==> src/core/sas_map.svh <==
`ifndef SAS_MAP_SVH
`define SAS_MAP_SVH
// ==============================================================
// Register offsets
`define SAS_OFS_CTRL0 2'h0
`define SAS_OFS_CTRL1 2'h1
`define SAS_OFS_RESULT 2'h2
`define SAS_OFS_IRQ 2'h3
// ==============================================================
// Field positions
`define SAS_C0_ENABLE 0
`define SAS_C0_GO 1
`define SAS_C0_CHS_LSB 2
`define SAS_C1_REF_LSB 0
`define SAS_C1_CS_LSB 4
`define SAS_IRQ_FLAG 0
`define SAS_IRQ_EN 1
// ==============================================================
// Reset values and codes
`define SAS_RST_BYTE 8'h00
`define SAS_CS_RC 2'h3
`define SAS_CHS_FIXED 4'hF
// ==============================================================
// Timing
`define SAS_CLK_NS 10
`define SAS_INSTR_NS 40
`define SAS_LAST_TAD 4'h9
`endif

==> src/core/sas_pkg.sv <==
package sas_pkg;
	typedef enum logic [1:0] {SAS_IDLE, SAS_DELAY, SAS_CONV} sas_state_t;
	typedef enum logic [1:0] {SAS_REF_VDD, SAS_REF_EXT, SAS_REF_FIXED}
		sas_ref_t;
endpackage : sas_pkg

==> src/core/sas_sequencer.sv <==
// What this block does
// - Eight-bit successive approximation result into result register
// - Channel field routes one input to sampler
// - Reference field picks positive reference; negative ground
// - Clock select picks divider or RC clock
// - Full conversion lasts ten bit periods
// - Completion clears go, sets flag, loads result
// - Flag set on every completion regardless enable
// - Enabled interrupt completion in sleep wakes device
// - Runs only when enabled; go starts conversion
// - Software abort writes partial, fills last bit
// - Reset clears registers and stops conversion
// - Sleep operation only with RC clock
// - RC clock delays start one instruction cycle
// - Sleep, interrupt off: power down after completion
// - Non-RC clock: sleep aborts, powers down
// - Compare trigger sets go, resets timer
// - Reference codes 0x supply, 10 external, 11 fixed
// - Channel codes 0-4, 8-13, 1111 fixed reference
//
// The plain strobed port and the address map were left to the implementer.
`include "sas_map.svh"

module sas_sequencer
	import sas_pkg::*;
(
	input wire logic clk_sys,
	input wire logic rst,
	input wire logic [1:0] regAddr,
	input wire logic [7:0] regWdata,
	input wire logic regWr,
	input wire logic regRd,
	output logic [7:0] regRdata,
	input wire logic compIn,
	input wire logic rcClkIn,
	input wire logic sleepReq,
	input wire logic triggerEvent,
	output logic [7:0] dacCode,
	output logic [3:0] channelSelect,
	output logic muxValid,
	output sas_ref_t refSelect,
	output logic analogOn,
	output logic sampleConnect,
	output logic convIrqFlag,
	output logic wakeReq,
	output logic timerReset
);
	localparam int INSTR_CLKS =
		(`SAS_INSTR_NS + `SAS_CLK_NS - 1) / `SAS_CLK_NS;
	localparam logic [2:0] DLY_LAST = 3'(INSTR_CLKS - 1);

	// ==============================================================
	// Decoding helpers
	function automatic logic [5:0] divLastOf(input logic [2:0] cs);
		logic [2:0] shiftBy;
		shiftBy = 3'({cs[1:0], 1'b0}) + {2'h0, cs[2]} + 3'h1;
		divLastOf = 6'((7'h01 << shiftBy) - 7'h01);
	endfunction : divLastOf

	function automatic logic chanLegal(input logic [3:0] ch);
		chanLegal = (ch <= 4'h4) || (ch >= 4'h8 && ch <= 4'hD) ||
			(ch == `SAS_CHS_FIXED);
	endfunction : chanLegal

	function automatic sas_ref_t refOf(input logic [1:0] f);
		if (!f[1]) begin
			refOf = SAS_REF_VDD;
		end else if (!f[0]) begin
			refOf = SAS_REF_EXT;
		end else begin
			refOf = SAS_REF_FIXED;
		end
	endfunction : refOf

	function automatic logic [7:0] partialFill(input logic [7:0] dac,
		input logic [3:0] cnt, input logic last);
		logic [3:0] undone;
		partialFill = dac;
		undone = (cnt == 4'h0) ? 4'h8 : 4'h9 - cnt;
		for (int i = 0; i < 8; i++) begin
			if (4'(i) < undone) begin
				partialFill[i] = last;
			end
		end
	endfunction : partialFill

	// ==============================================================
	// Input synchronisers
	// Comparator sees the held sample and the registered trial, so it
	// settles within the cycle and is read directly; two flops here
	// would make the divide-by-two clock decide from the previous trial
	logic rcS1, rcS2, rcS3;
	always_ff @(posedge clk_sys) begin
		if (rst) begin
			rcS1 <= 1'b0;
			rcS2 <= 1'b0;
			rcS3 <= 1'b0;
		end else begin
			rcS1 <= rcClkIn;
			rcS2 <= rcS1;
			rcS3 <= rcS2;
		end
	end

	// ==============================================================
	// State
	sas_state_t state, next_state;
	logic enable, next_enable;
	logic [3:0] chanSel, next_chanSel;
	logic [2:0] clkSel, next_clkSel;
	logic [1:0] refField, next_refField;
	logic [7:0] convResult, next_convResult;
	logic irqFlag, next_irqFlag;
	logic irqEnable, next_irqEnable;
	logic [7:0] next_dacCode;
	logic [3:0] tadCnt, next_tadCnt;
	logic [5:0] divCnt, next_divCnt;
	logic [2:0] dlyCnt, next_dlyCnt;
	logic lastBit, next_lastBit;
	logic sleepDown, next_sleepDown;
	logic next_wakeReq, next_timerReset;
	logic [7:0] next_regRdata;

	logic wrC0, wrC1, wrRes, wrIrq, busy, rcSel, sleepKill, tick;
	logic enableNow, startReq, stopQuiet, swAbort, doneEvt;
	logic [2:0] bitIdx;

	assign wrC0 = regWr && regAddr == `SAS_OFS_CTRL0;
	assign wrC1 = regWr && regAddr == `SAS_OFS_CTRL1;
	assign wrRes = regWr && regAddr == `SAS_OFS_RESULT;
	assign wrIrq = regWr && regAddr == `SAS_OFS_IRQ;
	assign busy = state != SAS_IDLE;
	assign rcSel = clkSel[1:0] == `SAS_CS_RC;
	assign sleepKill = sleepReq && !rcSel;
	assign tick = rcSel ? (rcS2 && !rcS3) : (divCnt == divLastOf(clkSel));
	assign enableNow = wrC0 ? regWdata[`SAS_C0_ENABLE] : enable;
	assign startReq = enableNow && !sleepKill &&
		((wrC0 && regWdata[`SAS_C0_GO]) || triggerEvent);
	assign stopQuiet = busy &&
		(sleepKill || (wrC0 && !regWdata[`SAS_C0_ENABLE]));
	assign swAbort = busy && !stopQuiet && wrC0 && !regWdata[`SAS_C0_GO];
	assign doneEvt = state == SAS_CONV && tick &&
		tadCnt == `SAS_LAST_TAD && !stopQuiet && !swAbort;
	assign bitIdx = 3'(4'h8 - tadCnt);

	// ==============================================================
	// Next values
	always_comb begin
		next_state = state;
		next_enable = enable;
		next_chanSel = chanSel;
		next_clkSel = clkSel;
		next_refField = refField;
		next_convResult = convResult;
		next_irqFlag = irqFlag;
		next_irqEnable = irqEnable;
		next_dacCode = dacCode;
		next_tadCnt = tadCnt;
		next_divCnt = tick ? 6'h00 : divCnt + 6'h01;
		next_dlyCnt = dlyCnt;
		next_lastBit = lastBit;
		next_sleepDown = sleepDown && sleepReq;
		next_wakeReq = 1'b0;
		next_timerReset = triggerEvent;
		if (wrC0) begin
			next_enable = regWdata[`SAS_C0_ENABLE];
			next_chanSel = regWdata[`SAS_C0_CHS_LSB +: 4];
		end
		if (wrC1) begin
			next_clkSel = regWdata[`SAS_C1_CS_LSB +: 3];
			next_refField = regWdata[`SAS_C1_REF_LSB +: 2];
		end
		if (wrRes) begin
			next_convResult = regWdata;
		end
		if (wrIrq) begin
			next_irqFlag = regWdata[`SAS_IRQ_FLAG];
			next_irqEnable = regWdata[`SAS_IRQ_EN];
		end
		unique case (state)
			SAS_IDLE: begin
				if (startReq) begin
					next_dacCode = `SAS_RST_BYTE;
					next_tadCnt = 4'h0;
					next_divCnt = 6'h00;
					next_dlyCnt = 3'h0;
					next_lastBit = 1'b0;
					next_state = rcSel ? SAS_DELAY : SAS_CONV;
				end
			end
			SAS_DELAY: begin
				next_dlyCnt = dlyCnt + 3'h1;
				next_divCnt = 6'h00;
				if (dlyCnt == DLY_LAST) begin
					next_state = SAS_CONV;
				end
			end
			SAS_CONV: begin
				if (tick && tadCnt != `SAS_LAST_TAD) begin
					next_tadCnt = tadCnt + 4'h1;
					if (tadCnt == 4'h0) begin
						next_dacCode = 8'h80;
					end else begin
						next_dacCode[bitIdx] = compIn;
						next_lastBit = compIn;
						if (bitIdx != 3'h0) begin
							next_dacCode[bitIdx - 3'h1] = 1'b1;
						end
					end
				end
			end
		endcase
		if (stopQuiet) begin
			next_state = SAS_IDLE;
		end else if (swAbort) begin
			next_state = SAS_IDLE;
			next_convResult = partialFill(dacCode, tadCnt, lastBit);
		end else if (doneEvt) begin
			next_state = SAS_IDLE;
			next_convResult = dacCode;
			next_irqFlag = 1'b1;
			next_sleepDown = sleepReq && !irqEnable;
			next_wakeReq = sleepReq && irqEnable;
		end
		next_regRdata = `SAS_RST_BYTE;
		if (regRd) begin
			unique case (regAddr)
				`SAS_OFS_CTRL0:
					next_regRdata = {2'h0, chanSel, busy, enable};
				`SAS_OFS_CTRL1:
					next_regRdata = {1'b0, clkSel, 2'h0, refField};
				`SAS_OFS_RESULT:
					next_regRdata = convResult;
				`SAS_OFS_IRQ:
					next_regRdata = {6'h00, irqEnable, irqFlag};
			endcase
		end
	end

	// ==============================================================
	// Registers
	always_ff @(posedge clk_sys) begin
		if (rst) begin
			state <= SAS_IDLE;
			enable <= 1'b0;
			chanSel <= 4'h0;
			clkSel <= 3'h0;
			refField <= 2'h0;
			convResult <= `SAS_RST_BYTE;
			irqFlag <= 1'b0;
			irqEnable <= 1'b0;
			dacCode <= `SAS_RST_BYTE;
			tadCnt <= 4'h0;
			divCnt <= 6'h00;
			dlyCnt <= 3'h0;
			lastBit <= 1'b0;
			sleepDown <= 1'b0;
			wakeReq <= 1'b0;
			timerReset <= 1'b0;
			regRdata <= `SAS_RST_BYTE;
		end else begin
			state <= next_state;
			enable <= next_enable;
			chanSel <= next_chanSel;
			clkSel <= next_clkSel;
			refField <= next_refField;
			convResult <= next_convResult;
			irqFlag <= next_irqFlag;
			irqEnable <= next_irqEnable;
			dacCode <= next_dacCode;
			tadCnt <= next_tadCnt;
			divCnt <= next_divCnt;
			dlyCnt <= next_dlyCnt;
			lastBit <= next_lastBit;
			sleepDown <= next_sleepDown;
			wakeReq <= next_wakeReq;
			timerReset <= next_timerReset;
			regRdata <= next_regRdata;
		end
	end

	// ==============================================================
	// Analog side controls
	// channel route
	assign channelSelect = chanSel;
	assign muxValid = chanLegal(chanSel);
	assign refSelect = refOf(refField);
	// Enable bit stays set while the converter is powered down in sleep
	assign analogOn = enable && !sleepKill && !sleepDown;
	assign sampleConnect = analogOn && state != SAS_CONV;
	assign convIrqFlag = irqFlag;

	// ==============================================================
	// Checks
	logic [3:0] tickSeen, next_tickSeen;
	always_comb begin
		next_tickSeen = tickSeen;
		if (state != SAS_CONV) begin
			next_tickSeen = 4'h0;
		end else if (tick && tickSeen != 4'hF) begin
			next_tickSeen = tickSeen + 4'h1;
		end
	end
	always_ff @(posedge clk_sys) begin
		if (rst) begin
			tickSeen <= 4'h0;
		end else begin
			tickSeen <= next_tickSeen;
		end
	end
endmodule : sas_sequencer

==> config.mk <==
export PLATFORM = sky130hd
export DESIGN_NAME = sas_sequencer
export DESIGN_NICKNAME = d
export VERILOG_FILES = /design/src/core/sas_pkg.sv /design/src/core/sas_sequencer.sv
export VERILOG_INCLUDE_DIRS = /design/src /design/src/core
export SDC_FILE = /design/constraint.sdc
export NUM_CORES = 1
export LEC_CHECK = 0
export ABC_CLOCK_PERIOD_IN_PS = 2600
export BUFFER_PORTS_ARGS = -buffer_cell sky130_fd_sc_hd__buf_2
export CORE_UTILIZATION = 35
export CTS_BUF_LIST = sky130_fd_sc_hd__clkbuf_16
export DETAILED_ROUTE_END_ITERATION = 16
export HOLD_SLACK_MARGIN = 0.03
export SYNTH_ARGS = -nofsm -noshare
export SYNTH_HDL_FRONTEND = slang
export SYNTH_SLANG_ARGS = --single-unit
export TNS_END_PERCENT = 30
==> constraint.sdc <==
create_clock -name clk_sys -period 2.6 [get_ports clk_sys]
set_input_delay 0.52 -clock clk_sys [delete_from_list [all_inputs] [get_ports clk_sys]]
set_output_delay 0.52 -clock clk_sys [all_outputs]
set_load 0.02 [all_outputs]
==> results of run 1 <==
layout make-up:
cell class,count,area (um^2)
sequential,58,1160
multi-input combinational,334,2250
tap,133,166
clock inverter,7,83.8
clock buffer,9,225
inverter,14,52.6
fill,987,5260
timing repair buffer,81,534
report_power, final:
group | total (W) | switching (W) | internal (W)
Combinational | 0.000252 | 0.000140 | 0.000112
Sequential | 0.000937 | 0.0000208 | 0.000916
Clock | 0.00124 | 0.000415 | 0.000825
worst reg2reg max path: stages, from the launching register on:
cell      delay, ps
dfxtp_2         320
or3_4           390
ha_4            190
nor4bb_4        300
a211o_2         170
a32oi_4          60
a32oi_4         290
nor3_4           90
buf_12          140
buf_4           130
or4_2           550
nand3_2          90
logic make-up (layout without fill, tap and decap cells):
kind of cell / count (synthesis) / in the layout / synth area share
DFF: 58 / 58 / 0.332
AOI/OAI and AO/OA: 93 / 93 / 0.166
buffers and inverters: 43 / 111 / 0.0627
and+or+nand+nor: 192 / 192 / 0.291
adders and majority gates: 10 / 10 / 0.0358
muxes: 29 / 29 / 0.0874
xor gates and xnor gates: 10 / 10 / 0.0251
stage by stage:
stage / hold WS, ps / area (um^2) / total power [W]
floorplan: 414 / 3530 / 0.00111
global placement: 432 / 3970 / 0.00118
detailed placement: 430 / 3970 / 0.00119
CTS: 397 / 4330 / 0.00244
global route: 425 / 4470 / 0.00252
finish: 405 / 4470 / 0.00243
layer usage:
| layer | global-route usage | up-vias | share of wire |
|---|---|---|---|
| met5 | 0 | - | 0 |
| met4 | 0.0802 | 0 | 0.016 |
| met3 | 0.0472 | 14 | 0.046 |
| met2 | 0.273 | 97 | 0.46 |
| met1 | 0.228 | 1512 | 0.47 |
| li1 | - | 1671 | - |
registers in the layout (all words and copies together) (netlist names):
name	flops
channelSelect	4
clkSel	3
convIrqFlag	1
convResult	8
dacCode	8
divCnt	6
dlyCnt	3
enable	1
irqEnable	1
lastBit	1
rcS1	1
rcS2	1
rcS3	1
refField	2
regRdata	8
sleepDown	1
state	2
tadCnt	4
timerReset	1
wakeReq	1
cell usage in the layout (no fill, tap or decap), drive strengths merged, types with 2 or more instances in the layout:
cell / instances
buf: 81
dfxtp: 58
nor2: 46
a21oi: 42
nand2: 42
mux2i: 26
o21ai: 25
nand3: 24
inv: 14
nor3: 14
nand2b: 11
ha: 10
nor2b: 9
clkbuf: 9
nand4: 8
or4: 8
and2: 7
xnor2: 6
nor3b: 6
a211oi: 5
xor2: 4
clkinv: 4
and4b: 3
nor4: 3
o211ai: 3
o21bai: 3
or3: 3
a32oi: 3
mux2: 2
a2bb2oi: 2
a22oi: 2
and3b: 2
and3: 2
bufinv: 2
cells in the mapped netlist, types with 3 or more instances:
| cell type | count | area, um^2 |
|---|---|---|
| a211oi_1 | 5 | 37.5 |
| a21oi_1 | 42 | 210 |
| and2_1 | 5 | 31.3 |
| and4b_1 | 3 | 30.0 |
| buf_1 | 4 | 15.0 |
| buf_2 | 3 | 15.0 |
| clkbuf_1 | 14 | 52.6 |
| clkbuf_8 | 3 | 41.3 |
| dfxtp_1 | 58 | 1160 |
| ha_1 | 10 | 125 |
| inv_1 | 14 | 52.6 |
| mux2i_1 | 26 | 260 |
| nand2_1 | 42 | 158 |
| nand2b_1 | 11 | 68.8 |
| nand3_1 | 24 | 120 |
| nand4_1 | 8 | 50.1 |
| nor2_1 | 46 | 173 |
| nor2b_1 | 9 | 56.3 |
| nor3_1 | 12 | 60.1 |
| nor3b_1 | 4 | 30.0 |
| nor4_1 | 3 | 18.8 |
| o211ai_1 | 3 | 22.5 |
| o21ai_0 | 22 | 110 |
| o21ai_1 | 3 | 15.0 |
| or4_2 | 7 | 61.3 |
| xnor2_1 | 6 | 52.6 |
| xor2_1 | 4 | 35.0 |
timing repair:
action,in CTS,in global routing
setup buffers,3,5
gates resized for setup,9,29
setup endpoints to repair,23,26
pin swaps,5,7
worst paths after layout:
| path | depth (start not counted) | from | slack, ps | end |
|---|---|---|---|---|
| max | 11 | clkSel[2]$_SDFFE_PP0P_ | -170 | convResult[6]$_SDFF_PP0_ |
| min | 2 | rcClkIn | 400 | rcS1$_SDFF_PP0_ |
| max reg2reg | 11 | clkSel[2]$_SDFFE_PP0P_ | -170 | convResult[6]$_SDFF_PP0_ |
| min reg2reg | 1 | rcS1$_SDFF_PP0_ | 450 | rcS2$_SDFF_PP0_ |
==> results_dict.tcl, run 1 <==
set metrics [dict create \
    syn_nets 463 \
    io_pins 46 \
    drv_slew 0 \
    fin_crit_sh 1.07 \
    tightest_slew_ps 811 \
    diodes 0 \
    layout_setup_ws_ps -170 \
    num_vias 3294 \
    initial_utilization 0.359 \
    detail-route-antenna-nets 0 \
    slowest_stage "or4_2" \
    place_inst 612 \
    p_leak_nw 1.85 \
    maxCapViolations 0 \
    critPathRequiredTime_ps 2880 \
    critPathBufInv 2 \
    tns_ps -2100 \
    worstSetupEndpointType "register" \
    die_x_um 102 \
    status "complete, but fails checks" \
    synth.distinct_cells 61 \
    cp.arrival_ps 3050 \
    numCtsBuffers 9 \
    fin_nets 526 \
    crit_family "simple AND/OR/NAND/NOR gates" \
    synthesis.area_um2 3490 \
    syn_area_per_cell_um2 8.03 \
    cts_root_buf "clkbuf_16" \
    timing.fmax_mhz 361 \
    holdBufCountCts 0 \
    dieArea_um2 10400 \
    powerDensity_nw_per_um2 543 \
    htree_levels 3 \
    hold_path_class "in2reg" \
    cpMostUsedCell "a32oi_4" \
    max_slew_margin 0.460 \
    min_period_ps 2770 \
    synth_ff_type "dfxtp_1" \
    first_iter_violations 133 \
    grt_usage 0.176 \
    seq_area_frac_synth 0.332 \
    irDropWorstVdd_mv 0.281 \
    yosys_warnings 0 \
    area_growth_pct 28.1 \
    path_class "reg2reg" \
    numPortBuffers 45 \
    antenna_found_initial 0 \
    path_clk_slew_ps 50 \
    syn_inst 435 \
    cpPeakStageDelay_ps 550 \
    clockBufferDepth 2 \
    drive_gt1_frac 0.270 \
    wl_um 8950 \
    finalSetupViolCount 23 \
    via_per_inst 5.18 \
    dp_slack_ps -191 \
    drc 0 \
    cp-start-kind "register" \
    drt-wirelength-per-cell_um 14.1 \
    rsz0062_at_grt "true" \
    std_cell_rows 36 \
    cts.sinks 58 \
    crit_chain "or3_4 > ha_4 > nor4bb_4 > a211o_2 > a32oi_4 > a32oi_4 > nor3_4 > buf_12 > buf_4 > or4_2 > nand3_2" \
    dr.pass1.iters 4 \
    synth_edf_count 0 \
    utilization 0.460 \
    grt_max_degree 46 \
    fin_skew_ps 7.49 \
    hold_viol_final 0 \
    grt_pass1_vias 2920 \
    violations "negative setup slack" \
    gr-total-overflow 0 \
    die_y_um 102 \
    cts_tree "built" \
    hpwl_um 6190 \
    globalplace.congestion 0.853 \
    finalNonFillerCells 636 \
    ys_async_sr_fraction 0 \
    core_area_um2 9730 \
    grt_pass1_wl_um 14200 \
    clock_latency_ps 330 \
    ys_seq_elements 58 \
    worstPathMaxFanout 6 \
]
(Power assumes the default switching activity.)
==> run 2, diff against run 1 <==
--- a/config.mk
+++ b/config.mk
@@ -9,7 +9,7 @@
 export ABC_CLOCK_PERIOD_IN_PS = 2600
 export BUFFER_PORTS_ARGS = -buffer_cell sky130_fd_sc_hd__buf_2
 export CORE_UTILIZATION = 35
-export CTS_BUF_LIST = sky130_fd_sc_hd__clkbuf_16
+export CTS_BUF_LIST = sky130_fd_sc_hd__clkbuf_4 sky130_fd_sc_hd__clkbuf_8
 export DETAILED_ROUTE_END_ITERATION = 16
 export HOLD_SLACK_MARGIN = 0.03
 export SYNTH_ARGS = -nofsm -noshare
==> results_dict.tcl, run 2 (same netlist as run 1, synthesis figures left out) <==
set metrics [dict create \
    met2_usage 0.272 \
    final-seq-area_um2 1160 \
    cts_tree "built" \
    std_cell_rows 36 \
    fin_nets 521 \
    p_clk_frac 0.459 \
    timing.fmax_mhz 366 \
    layout_setup_ws_ps -135 \
    internal_power_w 0.00164 \
    multi_input_area_um2 2200 \
    min_period_ps 2740 \
    num_vias 3226 \
    p_leak_nw 1.75 \
    critical_path.startpoint "clkSel[2]$_SDFFE_PP0P_" \
    irDropWorstVdd_mv 0.314 \
    tightest_slew_ps 752 \
    grt_pass1_wl_um 14200 \
    largest_registers "convResult: 8 flops, dacCode: 8 flops, regRdata: 8 flops" \
    dieArea_um2 10400 \
    drt-wirelength-per-cell_um 13.6 \
    antenna_found_initial 0 \
    fillCellCount 1004 \
    detail-route-antenna-nets 0 \
    dr.pass1.iters 4 \
    finalSetupViolCount 19 \
    drc 0 \
    path_clk_slew_ps 70 \
    status "complete, but fails checks" \
    rsz0062_at_grt "true" \
    final_common_cell "dfxtp_1" \
    io_pins 46 \
    final_cell_mix "dfxtp_1 (56), nor2_1 (46), buf_2 (45), a21oi_1 (42), nand2_1 (42)" \
    grt_max_degree 46 \
    violations "negative setup slack" \
    combPwrFrac 0.110 \
    clock_latency_ps 350 \
    clockBufferDepth 2 \
    reg2reg_depth 10 \
    numCtsBuffers 9 \
    wl_um 8570 \
    globalplace.congestion 0.853 \
    grt_usage 0.176 \
    timing.rr.end "sleepDown$_SDFF_PP0_" \
    p_seq_frac 0.431 \
    hold_viol_final 0 \
    worstPathMaxFanout 17 \
    die_x_um 102 \
    path_class "reg2reg" \
    via_per_inst 5.11 \
    regToRegStartpoint "clkSel[2]$_SDFFE_PP0P_" \
    cts_root_buf "clkbuf_8" \
    gr-total-overflow 0 \
    area_growth_pct 23.3 \
    fin_skew_ps 15.3 \
    powerDensity_nw_per_um2 504 \
    max_slew_margin 0.499 \
    tns_ps -1340 \
    numPortBuffers 45 \
    cp.arrival_ps 2940 \
    maxCapViolations 0 \
    diodes 0 \
    core_area_um2 9730 \
    drv_slew 0 \
    drive_gt1_frac 0.257 \
    rrSetupSlack_ps -140 \
    cts.sinks 58 \
    busiest_layer "met2" \
    initial_utilization 0.359 \
    met3_usage 0.0506 \
    grt_pass1_vias 2921 \
    hpwl_um 6190 \
    swShare 0.246 \
    hold_path_class "in2reg" \
    critPathRequiredTime_ps 2810 \
    min_to "rcS1$_SDFF_PP0_" \
    p_sw_w 0.000535 \
    utilization 0.443 \
    fin_crit_sh 1.05 \
    first_iter_violations 111 \
    hold_depth 2 \
    cp-start-kind "register" \
    worstSetupEndpointType "register" \
    gr-usage-met1 0.229 \
    htree_levels 3 \
    die_y_um 102 \
    hp-start "rcClkIn" \
]
==> run 2: per-layer routing <==
layer,vias up,part of all wire
met4,0,0.012
met1,1480,0.48
met3,10,0.046
li1,1657,-
met5,-,0
met2,79,0.46
==> run 2: layout make-up <==
class	count	area share
Multi-Input combinational cell	334	0.511
Sequential cell	58	0.270
Timing Repair Buffer	76	0.113
Tap cell	133	0.0386
Clock buffer	12	0.0383
Clock inverter	4	0.0169
Inverter	14	0.0122
==> run 2: worst max-delay path by stage <==
| stage | end | slack, ps | depth (start not counted) |
|---|---|---|---|
| 6_report | sleepDown$_SDFF_PP0_ | -140 | 10 |
| 5_1_grt | convResult[4]$_SDFF_PP0_ | -260 | 11 |
| 4_1_cts | sleepDown$_SDFF_PP0_ | -150 | 10 |
| 3_5_place_dp | sleepDown$_SDFF_PP0_ | -190 | 10 |
| 3_3_place_gp | lastBit$_SDFFE_PP0P_ | -120 | 10 |
| 2_1_floorplan | sleepDown$_SDFF_PP0_ | -190 | 11 |
==> run 2: through the flow <==
step | instance area [um^2] | hold slack (ps) | setup WS, ps | total power [W] | cells
after global placement | 3970 | 432 | -118 | 0.00118 | 612
after global routing | 4310 | 398 | -263 | 0.00226 | 631
after detailed placement | 3970 | 430 | -191 | 0.00119 | 612
final | 4310 | 391 | -135 | 0.00217 | 631
after CTS | 4270 | 377 | -148 | 0.00219 | 631
after floorplan | 3530 | 414 | -187 | 0.00111 | 435
==> run 2: timing repair <==
action	4_1_cts	5_1_grt
pin swaps	4	1
hold buffers	0	0
setup buffers	3	0
endpoints found under the setup margin	23	26
resized for setup	9	10
==> run 2: power groups by stage <==
stage	Combinational (W)	Clock, W	Sequential [W]
after detailed placement	0.000233	0	0.000955
after global placement	0.000229	0	0.000954
after floorplan	0.000159	0	0.000955
after CTS	0.000238	0.00101	0.000935
after global routing	0.000265	0.00106	0.000939
final	0.000239	0.000996	0.000935
==> run 2: critical path, cell delays in order (launching register included) <==
cell and delay [ps]:
dfxtp_2 320, or3_4 390, ha_4 190, xnor2_2 140
or4b_1 480, a32oi_2 320, a32oi_4 120, nor3_4 180
buf_12 160, mux2i_2 230, nor3b_2 60
==> run 3, diff against run 2 <==
--- a/config.mk
+++ b/config.mk
@@ -8,10 +8,14 @@
 export LEC_CHECK = 0
 export ABC_CLOCK_PERIOD_IN_PS = 2600
 export BUFFER_PORTS_ARGS = -buffer_cell sky130_fd_sc_hd__buf_2
+export CAP_MARGIN = 25
+export CELL_PAD_IN_SITES_DETAIL_PLACEMENT = 1
+export CELL_PAD_IN_SITES_GLOBAL_PLACEMENT = 1
 export CORE_UTILIZATION = 35
 export CTS_BUF_LIST = sky130_fd_sc_hd__clkbuf_4 sky130_fd_sc_hd__clkbuf_8
 export DETAILED_ROUTE_END_ITERATION = 16
 export HOLD_SLACK_MARGIN = 0.03
+export PLACE_DENSITY_LB_ADDON = 0.1
 export SYNTH_ARGS = -nofsm -noshare
 export SYNTH_HDL_FRONTEND = slang
 export SYNTH_SLANG_ARGS = --single-unit
==> results_dict.tcl, run 3 (same netlist as run 1, synthesis figures left out) <==
set metrics [dict create \
    p_leak_nw 1.81 \
    first_iter_violations 88 \
    worstPathMaxFanout 4 \
    hold_path_class "in2reg" \
    powerDensity_nw_per_um2 489 \
    area_growth_pct 26.6 \
    grt_usage 0.206 \
    maxCapViolations 0 \
    fin_nets 530 \
    hpwl_um 7440 \
    swShare 0.271 \
    tightest_slew_ps 727 \
    worstSetupEndpointType "register" \
    detail-route-antenna-nets 0 \
    internal_power_w 0.00158 \
    power.total_w 0.00216 \
    largest_registers "convResult: 8 flops, dacCode: 8 flops, regRdata: 8 flops" \
    timing.rr.end "sleepDown$_SDFF_PP0_" \
    globalplace.congestion 0.805 \
    cp-start-kind "register" \
    diodes 0 \
    path_clk_slew_ps 80 \
    io_pins 46 \
    initial_utilization 0.359 \
    drt-wirelength-per-cell_um 15.8 \
    dieArea_um2 10400 \
    grt_pass1_vias 3345 \
    final_cell_area_um2 4420 \
    wl_um 10100 \
    htree_levels 3 \
    violations "negative setup slack" \
    drv_slew 0 \
    final_cell_mix "dfxtp_1 (56), nor2_1 (46), buf_2 (45), a21oi_1 (42), nand2_1 (42)" \
    place_area_um2 4060 \
    hold_viol_final 0 \
    dr.pass1.iters 4 \
    cts.sinks 58 \
    drive_gt1_frac 0.280 \
    status "complete, but fails checks" \
    rsz0062_at_grt "true" \
    critical_path.startpoint "clkSel[2]$_SDFFE_PP0P_" \
    p_clk_frac 0.446 \
    die_y_um 102 \
    crit_end "sleepDown$_SDFF_PP0_" \
    p_sw_w 0.000586 \
    final_common_cell "dfxtp_1" \
    reg2reg_depth 10 \
    cts_tree "built" \
    multi_input_area_um2 2250 \
    via_per_inst 5.20 \
    fin_crit_sh 1.04 \
    final-seq-area_um2 1160 \
    cts_root_buf "clkbuf_8" \
    layout_setup_ws_ps -106 \
    numCtsBuffers 9 \
    drc 0 \
    finalSetupViolCount 18 \
    antenna_found_initial 0 \
    gr-total-overflow 0 \
    p_seq_frac 0.433 \
    std_cell_rows 36 \
    grt_max_degree 39 \
    num_vias 3326 \
    irDropWorstVdd_mv 0.269 \
    combPwrFrac 0.121 \
    regToRegStartpoint "clkSel[2]$_SDFFE_PP0P_" \
    path_class "reg2reg" \
    fin_skew_ps 7.12 \
    numPortBuffers 45 \
    rrSetupSlack_ps -110 \
    clockBufferDepth 2 \
    min_period_ps 2710 \
    clock_latency_ps 340 \
    die_x_um 102 \
    timing.fmax_mhz 370 \
    fillCellCount 1209 \
    critPathRequiredTime_ps 2810 \
    grt_pass1_wl_um 16600 \
    max_slew_margin 0.510 \
    core_area_um2 9730 \
    cp.arrival_ps 2910 \
]
run 3: per-stage QoR:
| stage | setup TNS [ps] | utilization | hold slack [ps] | setup WS, ps | cells |
|---|---|---|---|---|---|
| after global routing | -3280 | 0.454 | 391 | -200 | 640 |
| final | -846 | 0.454 | 394 | -106 | 640 |
| after detailed placement | -2510 | 0.417 | 430 | -196 | 622 |
| after CTS | -1660 | 0.449 | 380 | -135 | 640 |
| after floorplan | -3040 | - | 414 | -187 | 435 |
| after global placement | -942 | 0.417 | 415 | -115 | 622 |
run 3: routing by layer:
metal | GRT usage | share of wire | wire length (um)
met1 | 0.257 | 0.47 | 4770
met2 | 0.356 | 0.49 | 4950
met3 | 0.0513 | 0.029 | 290
met4 | 0.0516 | 0.0087 | 88
met5 | 0 | 0 | 0
run 3: timing repair:
item	CTS	global route
setup endpoints to repair	23	23
buffers inserted	2	0
resized for setup	18	14
pin swaps	6	5
hold buffers	0	0
run 3: worst max-delay path, stage by stage (launching register included):
cell	delay, ps
dfxtp_2	320
or3_4	390
ha_4	190
xnor2_2	140
or4b_4	500
a32oi_4	280
a32oi_4	120
nor3_4	210
buf_4	160
mux2i_1	200
nor3b_2	60
run 3: layout make-up:
type                    instances  area share
repair buffers                 85       0.128
clock buffers                   9      0.0280
clock inverters                 7      0.0229
inverters                      14      0.0119
flip-flops and latches         58       0.263
multi-input cells             334       0.508
well taps                     133      0.0376
run 3: how the worst min path moves through the flow:
stage,start,end,slack (ps),cells past startpoint
floorplan,rcS1$_SDFF_PP0_,rcS2$_SDFF_PP0_,410,1
CTS,rcClkIn,rcS1$_SDFF_PP0_,380,2
finish,rcClkIn,rcS1$_SDFF_PP0_,390,2
global route,rcClkIn,rcS1$_SDFF_PP0_,390,2
detailed placement,rcS1$_SDFF_PP0_,rcS2$_SDFF_PP0_,430,1
global placement,rcS1$_SDFF_PP0_,rcS2$_SDFF_PP0_,420,1
run 3: power by group through the flow:
stage | clock (W) | combinational (W) | sequential (W)
floorplan | 0 | 0.000159 | 0.000955
global route | 0.00104 | 0.000290 | 0.000939
detailed placement | 0 | 0.000247 | 0.000957
CTS | 0.000999 | 0.000260 | 0.000936
finish | 0.000965 | 0.000261 | 0.000937
global placement | 0 | 0.000243 | 0.000956
